**src/rtl/adc_out_regs.vh**
```
`ifndef ADC_OUT_REGS_VH
`define ADC_OUT_REGS_VH

// system clock rate and derived figures
`define SYS_CLK_MHZ      20
`define SAMPLE_W         12
`define FIFO_DEPTH       16

// output modes
`define MODE_FULL_CMOS   2'h0
`define MODE_DDR_CMOS    2'h1
`define MODE_DDR_LVDS    2'h2

// clock control word fields
`define CCR_DCS_BIT      0
`define CCR_PHASE_LSB    1
`define CCR_PHASE_MSB    2
`define CCR_W            3

// forwarded clock: eight phase steps of 45 degrees per word
`define PH_STEPS         8
`define PH_W             3

// stabilizer lock length in encode cycles
`define DCS_LOCK_CYCLES  100
`define DCS_LOCK_W       7

// encode restart detection: silence time in ns and cycles
`define ENC_STOP_NS      2000
`define ENC_STOP_CYC     ((`ENC_STOP_NS * `SYS_CLK_MHZ) / 1000)
// single-ended detection: complement held low for this long
`define ENC_SE_NS        1000
`define ENC_SE_CYC       ((`ENC_SE_NS * `SYS_CLK_MHZ) / 1000)
`define ENC_CNT_W        8
// encode period drift tolerated before relock, in cycles
`define ENC_DRIFT_CYC    8'h01

// lvds current default code
`define LVDS_CUR_DEF     3'h4

`endif

```
**src/rtl/adc_out_ctrl.v**
```verilog
// What the document requires
// full-rate: twelve parallel bits, bit 11 msb
// full-rate data changes on clock falling edge
// complement clock is inverse of true clock
// range flag high on over or under range
// ddr cmos: even bits low, odd high
// ddr data changes on both clock edges
// output clock phase delayed by setting
// ddr lvds pairs plus differential range flag
// lvds current programmable, termination optional
// complement encode grounded selects single-ended
// stabilizer accepts 30-70% duty, outputs 50%
// stabilizer needs 100 encode cycles to lock
// stabilizer enable from register or cs pin
// system avoids stabilizer below 5 msps
// system keeps duty near 50% without stabilizer
// conversion starts on true encode rising edge; code uses complement fall unless single-ended
// parallel mode: cs high enables stabilizer
// parallel mode: sck selects full or lvds
// phase 0/45/90/135 only with stabilizer
// mode and phase change at sample boundary
`include "adc_out_regs.vh"

module sample_fifo #(
   parameter W     = 13,
   parameter DEPTH = 16,
   parameter AW    = 4
) (
   input  wire         clk_sys_i,
   input  wire         nrst_i,
   input  wire         in_valid_i,
   output wire         in_ready_o,
   input  wire [W-1:0] in_data_i,
   output wire         out_valid_o,
   input  wire         out_ready_i,
   output wire [W-1:0] out_data_o
);
   reg  [W-1:0] mem_ff [0:DEPTH-1];
   reg  [AW-1:0] wr_ff;
   reg  [AW-1:0] rd_ff;
   reg  [AW:0]   cnt_ff;
   wire          push;
   wire          pop;
   integer       i;

   assign in_ready_o  = (cnt_ff != DEPTH[AW:0]);
   assign out_valid_o = (cnt_ff != {(AW+1){1'b0}});
   assign out_data_o  = mem_ff[rd_ff];
   assign push        = in_valid_i & in_ready_o;
   assign pop         = out_valid_o & out_ready_i;

   always @(posedge clk_sys_i) begin
      if (!nrst_i) begin
         wr_ff  <= {AW{1'b0}};
         rd_ff  <= {AW{1'b0}};
         cnt_ff <= {(AW+1){1'b0}};
         for (i = 0; i < DEPTH; i = i + 1) begin
            mem_ff[i] <= {W{1'b0}};
         end
      end else begin
         if (push) begin
            mem_ff[wr_ff] <= in_data_i;
            wr_ff         <= wr_ff + 1'b1;
         end
         if (pop) begin
            rd_ff <= rd_ff + 1'b1;
         end
         if (push & ~pop) begin
            cnt_ff <= cnt_ff + 1'b1;
         end else if (pop & ~push) begin
            cnt_ff <= cnt_ff - 1'b1;
         end
      end
   end
endmodule

module adc_out_ctrl #(
   parameter SW = `SAMPLE_W
) (
   input  wire              clk_sys_i,
   input  wire              nrst_i,
   input  wire              encode_true_i,
   input  wire              encode_comp_i,
   input  wire [SW-1:0]     conv_data_i,
   input  wire              conv_over_i,
   input  wire              conv_under_i,
   input  wire              prog_mode_pin_i,
   input  wire              cs_pin_i,
   input  wire              sck_pin_i,
   input  wire [`CCR_W-1:0] clock_ctrl_reg_i,
   input  wire [1:0]        out_mode_reg_i,
   input  wire [2:0]        lvds_cur_reg_i,
   input  wire              lvds_term_reg_i,
   output reg  [SW-1:0]     sample_bits_o,
   output reg  [SW/2-1:0]   paired_sample_lines_o,
   output reg  [SW/2-1:0]   paired_sample_lines_n_o,
   output reg               range_flag_o,
   output reg               range_flag_n_o,
   output reg               fwd_clk_true_o,
   output reg               fwd_clk_comp_o,
   output reg  [2:0]        lvds_cur_o,
   output reg               lvds_term_o,
   output reg  [1:0]        out_mode_o,
   output reg               enc_single_ended_o,
   output reg               dcs_locked_o,
   output reg               overrun_o
);
   localparam FW = SW + 1;

   // input synchronisers
   reg  [1:0]       enc_t_sync_ff;
   reg  [1:0]       enc_c_sync_ff;
   reg  [1:0]       par_sync_ff;
   reg  [1:0]       cs_sync_ff;
   reg  [1:0]       sck_sync_ff;
   reg  [SW-1:0]    dat_s1_ff;
   reg  [SW-1:0]    dat_s2_ff;
   reg  [1:0]       ovr_s1_ff;
   reg  [1:0]       ovr_s2_ff;
   reg              enc_t_d_ff;
   reg              enc_c_d_ff;

   always @(posedge clk_sys_i) begin
      if (!nrst_i) begin
         enc_t_sync_ff <= 2'h0;
         enc_c_sync_ff <= 2'h0;
         par_sync_ff   <= 2'h0;
         cs_sync_ff    <= 2'h0;
         sck_sync_ff   <= 2'h0;
         dat_s1_ff     <= {SW{1'b0}};
         dat_s2_ff     <= {SW{1'b0}};
         ovr_s1_ff     <= 2'h0;
         ovr_s2_ff     <= 2'h0;
         enc_t_d_ff    <= 1'b0;
         enc_c_d_ff    <= 1'b0;
      end else begin
         enc_t_sync_ff <= {enc_t_sync_ff[0], encode_true_i};
         enc_c_sync_ff <= {enc_c_sync_ff[0], encode_comp_i};
         par_sync_ff   <= {par_sync_ff[0], prog_mode_pin_i};
         cs_sync_ff    <= {cs_sync_ff[0], cs_pin_i};
         sck_sync_ff   <= {sck_sync_ff[0], sck_pin_i};
         dat_s1_ff     <= conv_data_i;
         dat_s2_ff     <= dat_s1_ff;
         ovr_s1_ff     <= {conv_over_i, conv_under_i};
         ovr_s2_ff     <= ovr_s1_ff;
         enc_t_d_ff    <= enc_t_sync_ff[1];
         enc_c_d_ff    <= enc_c_sync_ff[1];
      end
   end

   // configuration source
   wire       par_mode = par_sync_ff[1];
   wire       dcs_en   = par_mode ? cs_sync_ff[1] :
                         clock_ctrl_reg_i[`CCR_DCS_BIT];
   wire [1:0] mode_req = par_mode ?
                         (sck_sync_ff[1] ? `MODE_DDR_LVDS
                                         : `MODE_FULL_CMOS) :
                         out_mode_reg_i;
   wire [1:0] ph_req   = dcs_en ?
                         clock_ctrl_reg_i[`CCR_PHASE_MSB:`CCR_PHASE_LSB]
                         : 2'h0;

   // encode edge detection and single-ended detect
   reg  [`ENC_CNT_W-1:0] se_cnt_ff;
   reg                   se_ff;
   wire t_rise = enc_t_sync_ff[1] & ~enc_t_d_ff;
   wire c_fall = ~enc_c_sync_ff[1] & enc_c_d_ff;
   wire conv_start = se_ff ? t_rise : c_fall;

   always @(posedge clk_sys_i) begin
      if (!nrst_i) begin
         se_cnt_ff <= {`ENC_CNT_W{1'b0}};
         se_ff     <= 1'b0;
      end else if (enc_c_sync_ff[1]) begin
         se_cnt_ff <= {`ENC_CNT_W{1'b0}};
         se_ff     <= 1'b0;
      end else if (se_cnt_ff == `ENC_SE_CYC) begin
         se_ff     <= 1'b1;
      end else begin
         se_cnt_ff <= se_cnt_ff + 1'b1;
      end
   end

   // stabilizer lock: period watch and lock counter
   reg  [`ENC_CNT_W-1:0]  per_cnt_ff;
   reg  [`ENC_CNT_W-1:0]  per_last_ff;
   reg  [`DCS_LOCK_W-1:0] lock_cnt_ff;
   wire [`ENC_CNT_W-1:0]  per_diff = (per_cnt_ff > per_last_ff) ?
                          per_cnt_ff - per_last_ff :
                          per_last_ff - per_cnt_ff;
   wire enc_stopped = (per_cnt_ff == `ENC_STOP_CYC);
   wire freq_move   = conv_start & (per_diff > `ENC_DRIFT_CYC);
   wire locked      = (lock_cnt_ff == `DCS_LOCK_CYCLES);

   always @(posedge clk_sys_i) begin
      if (!nrst_i) begin
         per_cnt_ff  <= {`ENC_CNT_W{1'b0}};
         per_last_ff <= {`ENC_CNT_W{1'b0}};
         lock_cnt_ff <= {`DCS_LOCK_W{1'b0}};
      end else begin
         if (conv_start) begin
            per_cnt_ff  <= {`ENC_CNT_W{1'b0}};
            per_last_ff <= per_cnt_ff;
         end else if (!enc_stopped) begin
            per_cnt_ff  <= per_cnt_ff + 1'b1;
         end
         if (!dcs_en || enc_stopped || freq_move) begin
            lock_cnt_ff <= {`DCS_LOCK_W{1'b0}};
         end else if (conv_start && !locked) begin
            lock_cnt_ff <= lock_cnt_ff + 1'b1;
         end
      end
   end

   // capture into fifo; stabilizer samples only once locked
   wire          fifo_in_rdy;
   wire          fifo_out_vld;
   wire [FW-1:0] fifo_out;
   wire          cap_ok = conv_start & (~dcs_en | locked);
   wire          rng    = ovr_s2_ff[1] | ovr_s2_ff[0];
   reg  [`PH_W-1:0] ph_ff;
   wire          bound  = (ph_ff == `PH_STEPS - 1);

   sample_fifo #(
      .W     (FW),
      .DEPTH (`FIFO_DEPTH),
      .AW    (4)
   ) u_fifo (
      .clk_sys_i   (clk_sys_i),
      .nrst_i      (nrst_i),
      .in_valid_i  (cap_ok),
      .in_ready_o  (fifo_in_rdy),
      .in_data_i   ({rng, dat_s2_ff}),
      .out_valid_o (fifo_out_vld),
      .out_ready_i (bound),
      .out_data_o  (fifo_out)
   );

   // word timing: eight steps per word, 50% clock
   reg  [FW-1:0] word_ff;
   reg  [1:0]    mode_ff;
   reg  [1:0]    phs_ff;
   wire [`PH_W-1:0] ph_sh = ph_ff - {1'b0, phs_ff};
   wire          clk_nxt = ph_sh[`PH_W-1];
   wire          hi_half = ph_ff[`PH_W-1];
   wire [SW/2-1:0] even_b;
   wire [SW/2-1:0] odd_b;

   genvar g;
   generate
      for (g = 0; g < SW / 2; g = g + 1) begin : g_pair
         assign even_b[g] = word_ff[2*g];
         assign odd_b[g]  = word_ff[2*g+1];
      end
   endgenerate

   wire [SW/2-1:0] pair_nxt = hi_half ? odd_b : even_b;

   always @(posedge clk_sys_i) begin
      if (!nrst_i) begin
         ph_ff     <= {`PH_W{1'b0}};
         word_ff   <= {FW{1'b0}};
         mode_ff   <= `MODE_FULL_CMOS;
         phs_ff    <= 2'h0;
         overrun_o <= 1'b0;
      end else begin
         ph_ff <= ph_ff + 1'b1;
         if (bound) begin
            mode_ff <= mode_req;
            phs_ff  <= ph_req;
            if (fifo_out_vld) begin
               word_ff <= fifo_out;
            end
         end
         overrun_o <= cap_ok & ~fifo_in_rdy;
      end
   end

   // output pins, all registered
   always @(posedge clk_sys_i) begin
      if (!nrst_i) begin
         sample_bits_o           <= {SW{1'b0}};
         paired_sample_lines_o   <= {(SW/2){1'b0}};
         paired_sample_lines_n_o <= {(SW/2){1'b0}};
         range_flag_o            <= 1'b0;
         range_flag_n_o          <= 1'b0;
         fwd_clk_true_o          <= 1'b0;
         fwd_clk_comp_o          <= 1'b1;
         lvds_cur_o              <= `LVDS_CUR_DEF;
         lvds_term_o             <= 1'b0;
         out_mode_o              <= `MODE_FULL_CMOS;
         enc_single_ended_o      <= 1'b0;
         dcs_locked_o            <= 1'b0;
      end else begin
         fwd_clk_true_o     <= clk_nxt;
         fwd_clk_comp_o     <= ~clk_nxt;
         range_flag_o       <= word_ff[SW];
         out_mode_o         <= mode_ff;
         enc_single_ended_o <= se_ff;
         dcs_locked_o       <= dcs_en & locked;
         case (mode_ff)
            `MODE_FULL_CMOS: begin
               sample_bits_o           <= word_ff[SW-1:0];
               paired_sample_lines_o   <= {(SW/2){1'b0}};
               paired_sample_lines_n_o <= {(SW/2){1'b0}};
               range_flag_n_o          <= 1'b0;
               lvds_term_o             <= 1'b0;
            end
            `MODE_DDR_CMOS: begin
               sample_bits_o           <= {SW{1'b0}};
               paired_sample_lines_o   <= pair_nxt;
               paired_sample_lines_n_o <= {(SW/2){1'b0}};
               range_flag_n_o          <= 1'b0;
               lvds_term_o             <= 1'b0;
            end
            `MODE_DDR_LVDS: begin
               sample_bits_o           <= {SW{1'b0}};
               paired_sample_lines_o   <= pair_nxt;
               paired_sample_lines_n_o <= ~pair_nxt;
               range_flag_n_o          <= ~word_ff[SW];
               lvds_cur_o              <= lvds_cur_reg_i;
               lvds_term_o             <= lvds_term_reg_i;
            end
            default: begin
               sample_bits_o           <= {SW{1'b0}};
               paired_sample_lines_o   <= {(SW/2){1'b0}};
               paired_sample_lines_n_o <= {(SW/2){1'b0}};
               range_flag_n_o          <= 1'b0;
               lvds_term_o             <= 1'b0;
            end
         endcase
      end
   end
endmodule

```
**config.mk**
```make
export PLATFORM = sky130hd
export DESIGN_NAME = adc_out_ctrl
export DESIGN_NICKNAME = d
export VERILOG_FILES = /design/src/rtl/adc_out_ctrl.v
export VERILOG_INCLUDE_DIRS = /design/src /design/src/rtl
export SDC_FILE = /design/constraint.sdc
export NUM_CORES = 1
export LEC_CHECK = 0
export ABC_AREA = 1
export BUFFER_PORTS_ARGS = -buffer_cell sky130_fd_sc_hd__buf_4
export CAP_MARGIN = 15
export CORE_MARGIN = 5
export CORE_UTILIZATION = 41
export CTS_CLUSTER_SIZE = 30
export DETAILED_ROUTE_END_ITERATION = 10
export GPL_ROUTABILITY_DRIVEN = 0
export PLACE_DENSITY = 0.67
export SYNTH_ARGS = -nofsm -noshare
export SYNTH_HDL_FRONTEND = slang
export SYNTH_SLANG_ARGS = --single-unit
```
**constraint.sdc**
```tcl
create_clock -name clk_sys_i -period 3.7 [get_ports clk_sys_i]
set_input_delay 0.185 -clock clk_sys_i [delete_from_list [all_inputs] [get_ports clk_sys_i]]
set_output_delay 0.185 -clock clk_sys_i [all_outputs]
set_load 0.05 [all_outputs]
```
==> reports/results.tsv <==
metric	value	unit
status	finished clean	
fin_worst_skew	0.0174	ns
vias_per_cell	5.12	
grt_overflow_total	0	
startpoint	ph_ff[2]$_SDFF_PN0_	
cts_root_buffer	clkbuf_16	
reg2reg_slack	0.84	ns
fin_crit_sh	77.2	%
comb_power_share	5.4	%
start_util	41.5	%
maxSlewHeadroom	29.0	%
io_buffers	66	
yosys_warnings	0	
p_leak	7.07	nW
synth_compound_gate_area_share	9.97	%
syn_area_per_cell	9.27	um2
wirelength	38000	um
gr-usage-all-layers	17.9	%
crit_chain	ha_1 > nand2_1 > ha_1 > inv_1 > ha_1 > a21o_1 > a21oi_1 > nor2_1 > nor2_1 > nand2_1 > o21ai_0 > a21oi_1	
clock-sinks	350	
fp.coreArea	36700	um2
cp-endpoint	u_fifo.cnt_ff[4]$_SDFFE_PN0P_	
syn_nets	1713	
nFillCells	3430	
postCtsSetupRepairBufs	0	
worstHoldPathCells	3	
yosys.area_share.adder	3.27	%
cts-buffers-inserted	38	
grt_pass1_vias	10600	
timing.final.crit_period	2.86	ns
r2r-end	u_fifo.cnt_ff[4]$_SDFFE_PN0P_	
synth_top_family_by_area	simple AND/OR/NAND/NOR gates	
path_class	reg2reg	
cap_violations	0	
hold_buffers	26	
ys_seq_elements	350	
firstDrtPassIters	5	
die_x	203	um
cp-start-kind	flip-flop	
fin_tns_setup	0	ns
grt_max_degree	106	
synth_top_flop_cell	edfxtp_1	
synth-simple-area-share	18.7	%
cts.path.max_buffers	3	
num_antenna_cells	0	
final_area	17500	um2
vias	11200	
slowest_stage	dfxtp_1	
post_cts.resized_instances	0	
rsz0062_at_grt	false	
tritoncts	yes	
crit_path_frequent_cell	ha_1	
antenna_found_initial	0	
h-tree-depth	2	
crit_arrival	3.28	ns
syn_inst	1645	
hpwl	24300	um
synth_cell_types	39	
hold_path_class	in2reg	
dr.first_iter.drc_count	1066	
die_y	203	um
synthArstFlopShare	0	%
nets	1762	
r2r_cells	12	
slowest_delay	0.59	ns
max_slew.worst_pin.slew	1.06	ns
die_area	41100	um2
synth_xor_area_share	0.977	%
p_seq_share	50.9	%
core.rowCount	70	
muxShareOfSynthArea	0.0739	%
power.switching	1.88	mW
ant_nets	0	
clockPowerShare	43.7	%
synth_edf_count	208	
irDropWorstVdd	0.280	mV
finalSetupViolCount	0	
maxSlewViolCount	0	
drive_gt1_share	10.2	%
hold_viol_final	0	
critical_path.max_fanout	15	
ios	67	
required	4.12	ns
clock.fmax	350	MHz
critPathCaptureType	flip-flop	
p_per_area	481	nW/um2
drc	0	
synth.cell_area	15200	um2
wl_per_cell	17.4	um
worstReg2RegStart	ph_ff[2]$_SDFF_PN0_	
internal_power	6.52	mW
synth.yosys.seq_area_share	59.6	%
placed_cell_area	16000	um2
path_clk_slew	0.06	ns
grt_pass1_wl	58700	um
clk_latency	0.54	ns
swShare	22.4	%
synthToLayoutAreaGrowth	14.5	%
[worst max-delay path, delay by kind of cell (launching register included)]
| kind | cells | cell delay, ns |
|---|---|---|
| simple gates | 4 | 0.47 |
| flops | 1 | 0.59 |
| buf+inv | 1 | 0.14 |
| fa+ha+maj | 3 | 0.97 |
| compound gates | 4 | 0.58 |
[logic make-up (layout without fill, tap and decap cells)]
kind of cell | after synthesis | count (layout)
muxes | 1 | 1
buffers and inverters | 276 | 353
DFF | 350 | 350
and+or+nand+nor | 697 | 697
xor gates and xnor gates | 17 | 17
AOI/OAI and AO/OA | 266 | 266
adders and majority gates | 38 | 38
[worst min path at each step]
stage / endpoint / from / slack, ns
5_1_grt: mode_ff[1]$_SDFFE_PN0P_ / out_mode_reg_i[1] / 0.03
6_report: mode_ff[1]$_SDFFE_PN0P_ / out_mode_reg_i[1] / 0.03
3_5_place_dp: dat_s1_ff[11]$_SDFF_PN0_ / conv_data_i[11] / 0.37
4_1_cts: mode_ff[1]$_SDFFE_PN0P_ / out_mode_reg_i[1] / 0.005
2_1_floorplan: cs_sync_ff[0]$_SDFF_PN0_ / cs_pin_i / 0.28
3_3_place_gp: par_sync_ff[0]$_SDFF_PN0_ / prog_mode_pin_i / 0.37
[routing by layer]
metal  part of all wire (%)  wire (um)  GRT usage, %  vias to the layer above
li1                       -          -             -                     5487
met1                     43      16400          24.9                     5256
met2                     47      17700          29.2                      391
met3                    7.7       2940          3.45                       80
met4                    2.5        946          4.63                        0
met5                      0          0             0                        -
[cell type report]
type	instances	area (um2)	share of cell area [%]
Sequential cell	350	9090	52.1
Clock buffer	52	1090	6.24
Clock inverter	16	115	0.659
Inverter	186	699	4.01
Multi-Input combinational cell	1019	5030	28.8
Tap cell	468	586	3.35
Timing Repair Buffer	99	846	4.85
[Yosys cell counts, types with 18 or more instances]
library cell | count | area share (%)
a21oi_1 | 37 | 1.2
buf_2 | 19 | 0.62
clkbuf_1 | 59 | 1.5
dfxtp_1 | 142 | 19
edfxtp_1 | 208 | 41
ha_1 | 35 | 2.9
inv_1 | 183 | 4.5
nand2_1 | 161 | 4.0
nand2_2 | 18 | 0.74
nand3_1 | 59 | 1.9
nor2_1 | 428 | 11
o211ai_1 | 58 | 2.9
o21ai_0 | 152 | 5.0
[layout by cell type (no fill, tap or decap), types with 3 or more instances in the layout]
master,instances
buf_12,3
clkinv_1,3
ha_1,35
fa_1,3
nand2_1,161
clkbuf_8,4
dlygate4sd3_1,26
edfxtp_1,208
nand2_2,18
o211ai_1,58
o22ai_1,8
nor2_2,9
inv_1,182
nand3_1,59
nor2_4,4
nor2_1,427
xor2_1,11
clkbuf_1,7
clkinv_2,10
clkbuf_16,40
o221ai_1,5
o21ai_0,152
dfxtp_1,140
nand4_1,8
a21oi_1,37
xnor2_1,6
buf_4,70
[per-stage QoR]
stage	instances	util (%)	power, mW	hold WS [ns]	worst slack [ns]
after global routing	2190	47.6	8.70	0.0298	0.533
final	2190	47.6	8.40	0.0295	0.842
after global placement	2096	43.6	4.77	0.369	0.944
after floorplan	1645	-	4.63	0.283	1.20
after detailed placement	2096	43.6	4.78	0.371	0.879
after CTS	2190	47.6	8.44	0.00505	0.849
[flip-flops by register name, indices dropped and copies added, names as in the netlist, 3 cells and up]
| register | cells |
|---|---|
| u_fifo.mem_ff | 208 |
| word_ff | 13 |
| dat_s1_ff | 12 |
| dat_s2_ff | 12 |
| sample_bits_o | 12 |
| per_cnt_ff | 8 |
| per_last_ff | 8 |
| se_cnt_ff | 8 |
| lock_cnt_ff | 7 |
| paired_sample_lines_n_o | 6 |
| paired_sample_lines_o | 6 |
| u_fifo.cnt_ff | 5 |
| u_fifo.rd_ff | 4 |
| u_fifo.wr_ff | 4 |
| lvds_cur_o | 3 |
| ph_ff | 3 |
[power groups by stage]
stage	registers (mW)	clock network, mW	logic [mW]
3_3_place_gp	4.36	0	0.416
6_report	4.28	3.67	0.450
3_5_place_dp	4.36	0	0.426
5_1_grt	4.29	3.91	0.504
4_1_cts	4.28	3.72	0.450
2_1_floorplan	4.35	0	0.282
Note: power is estimated with default switching activity, not from simulation.
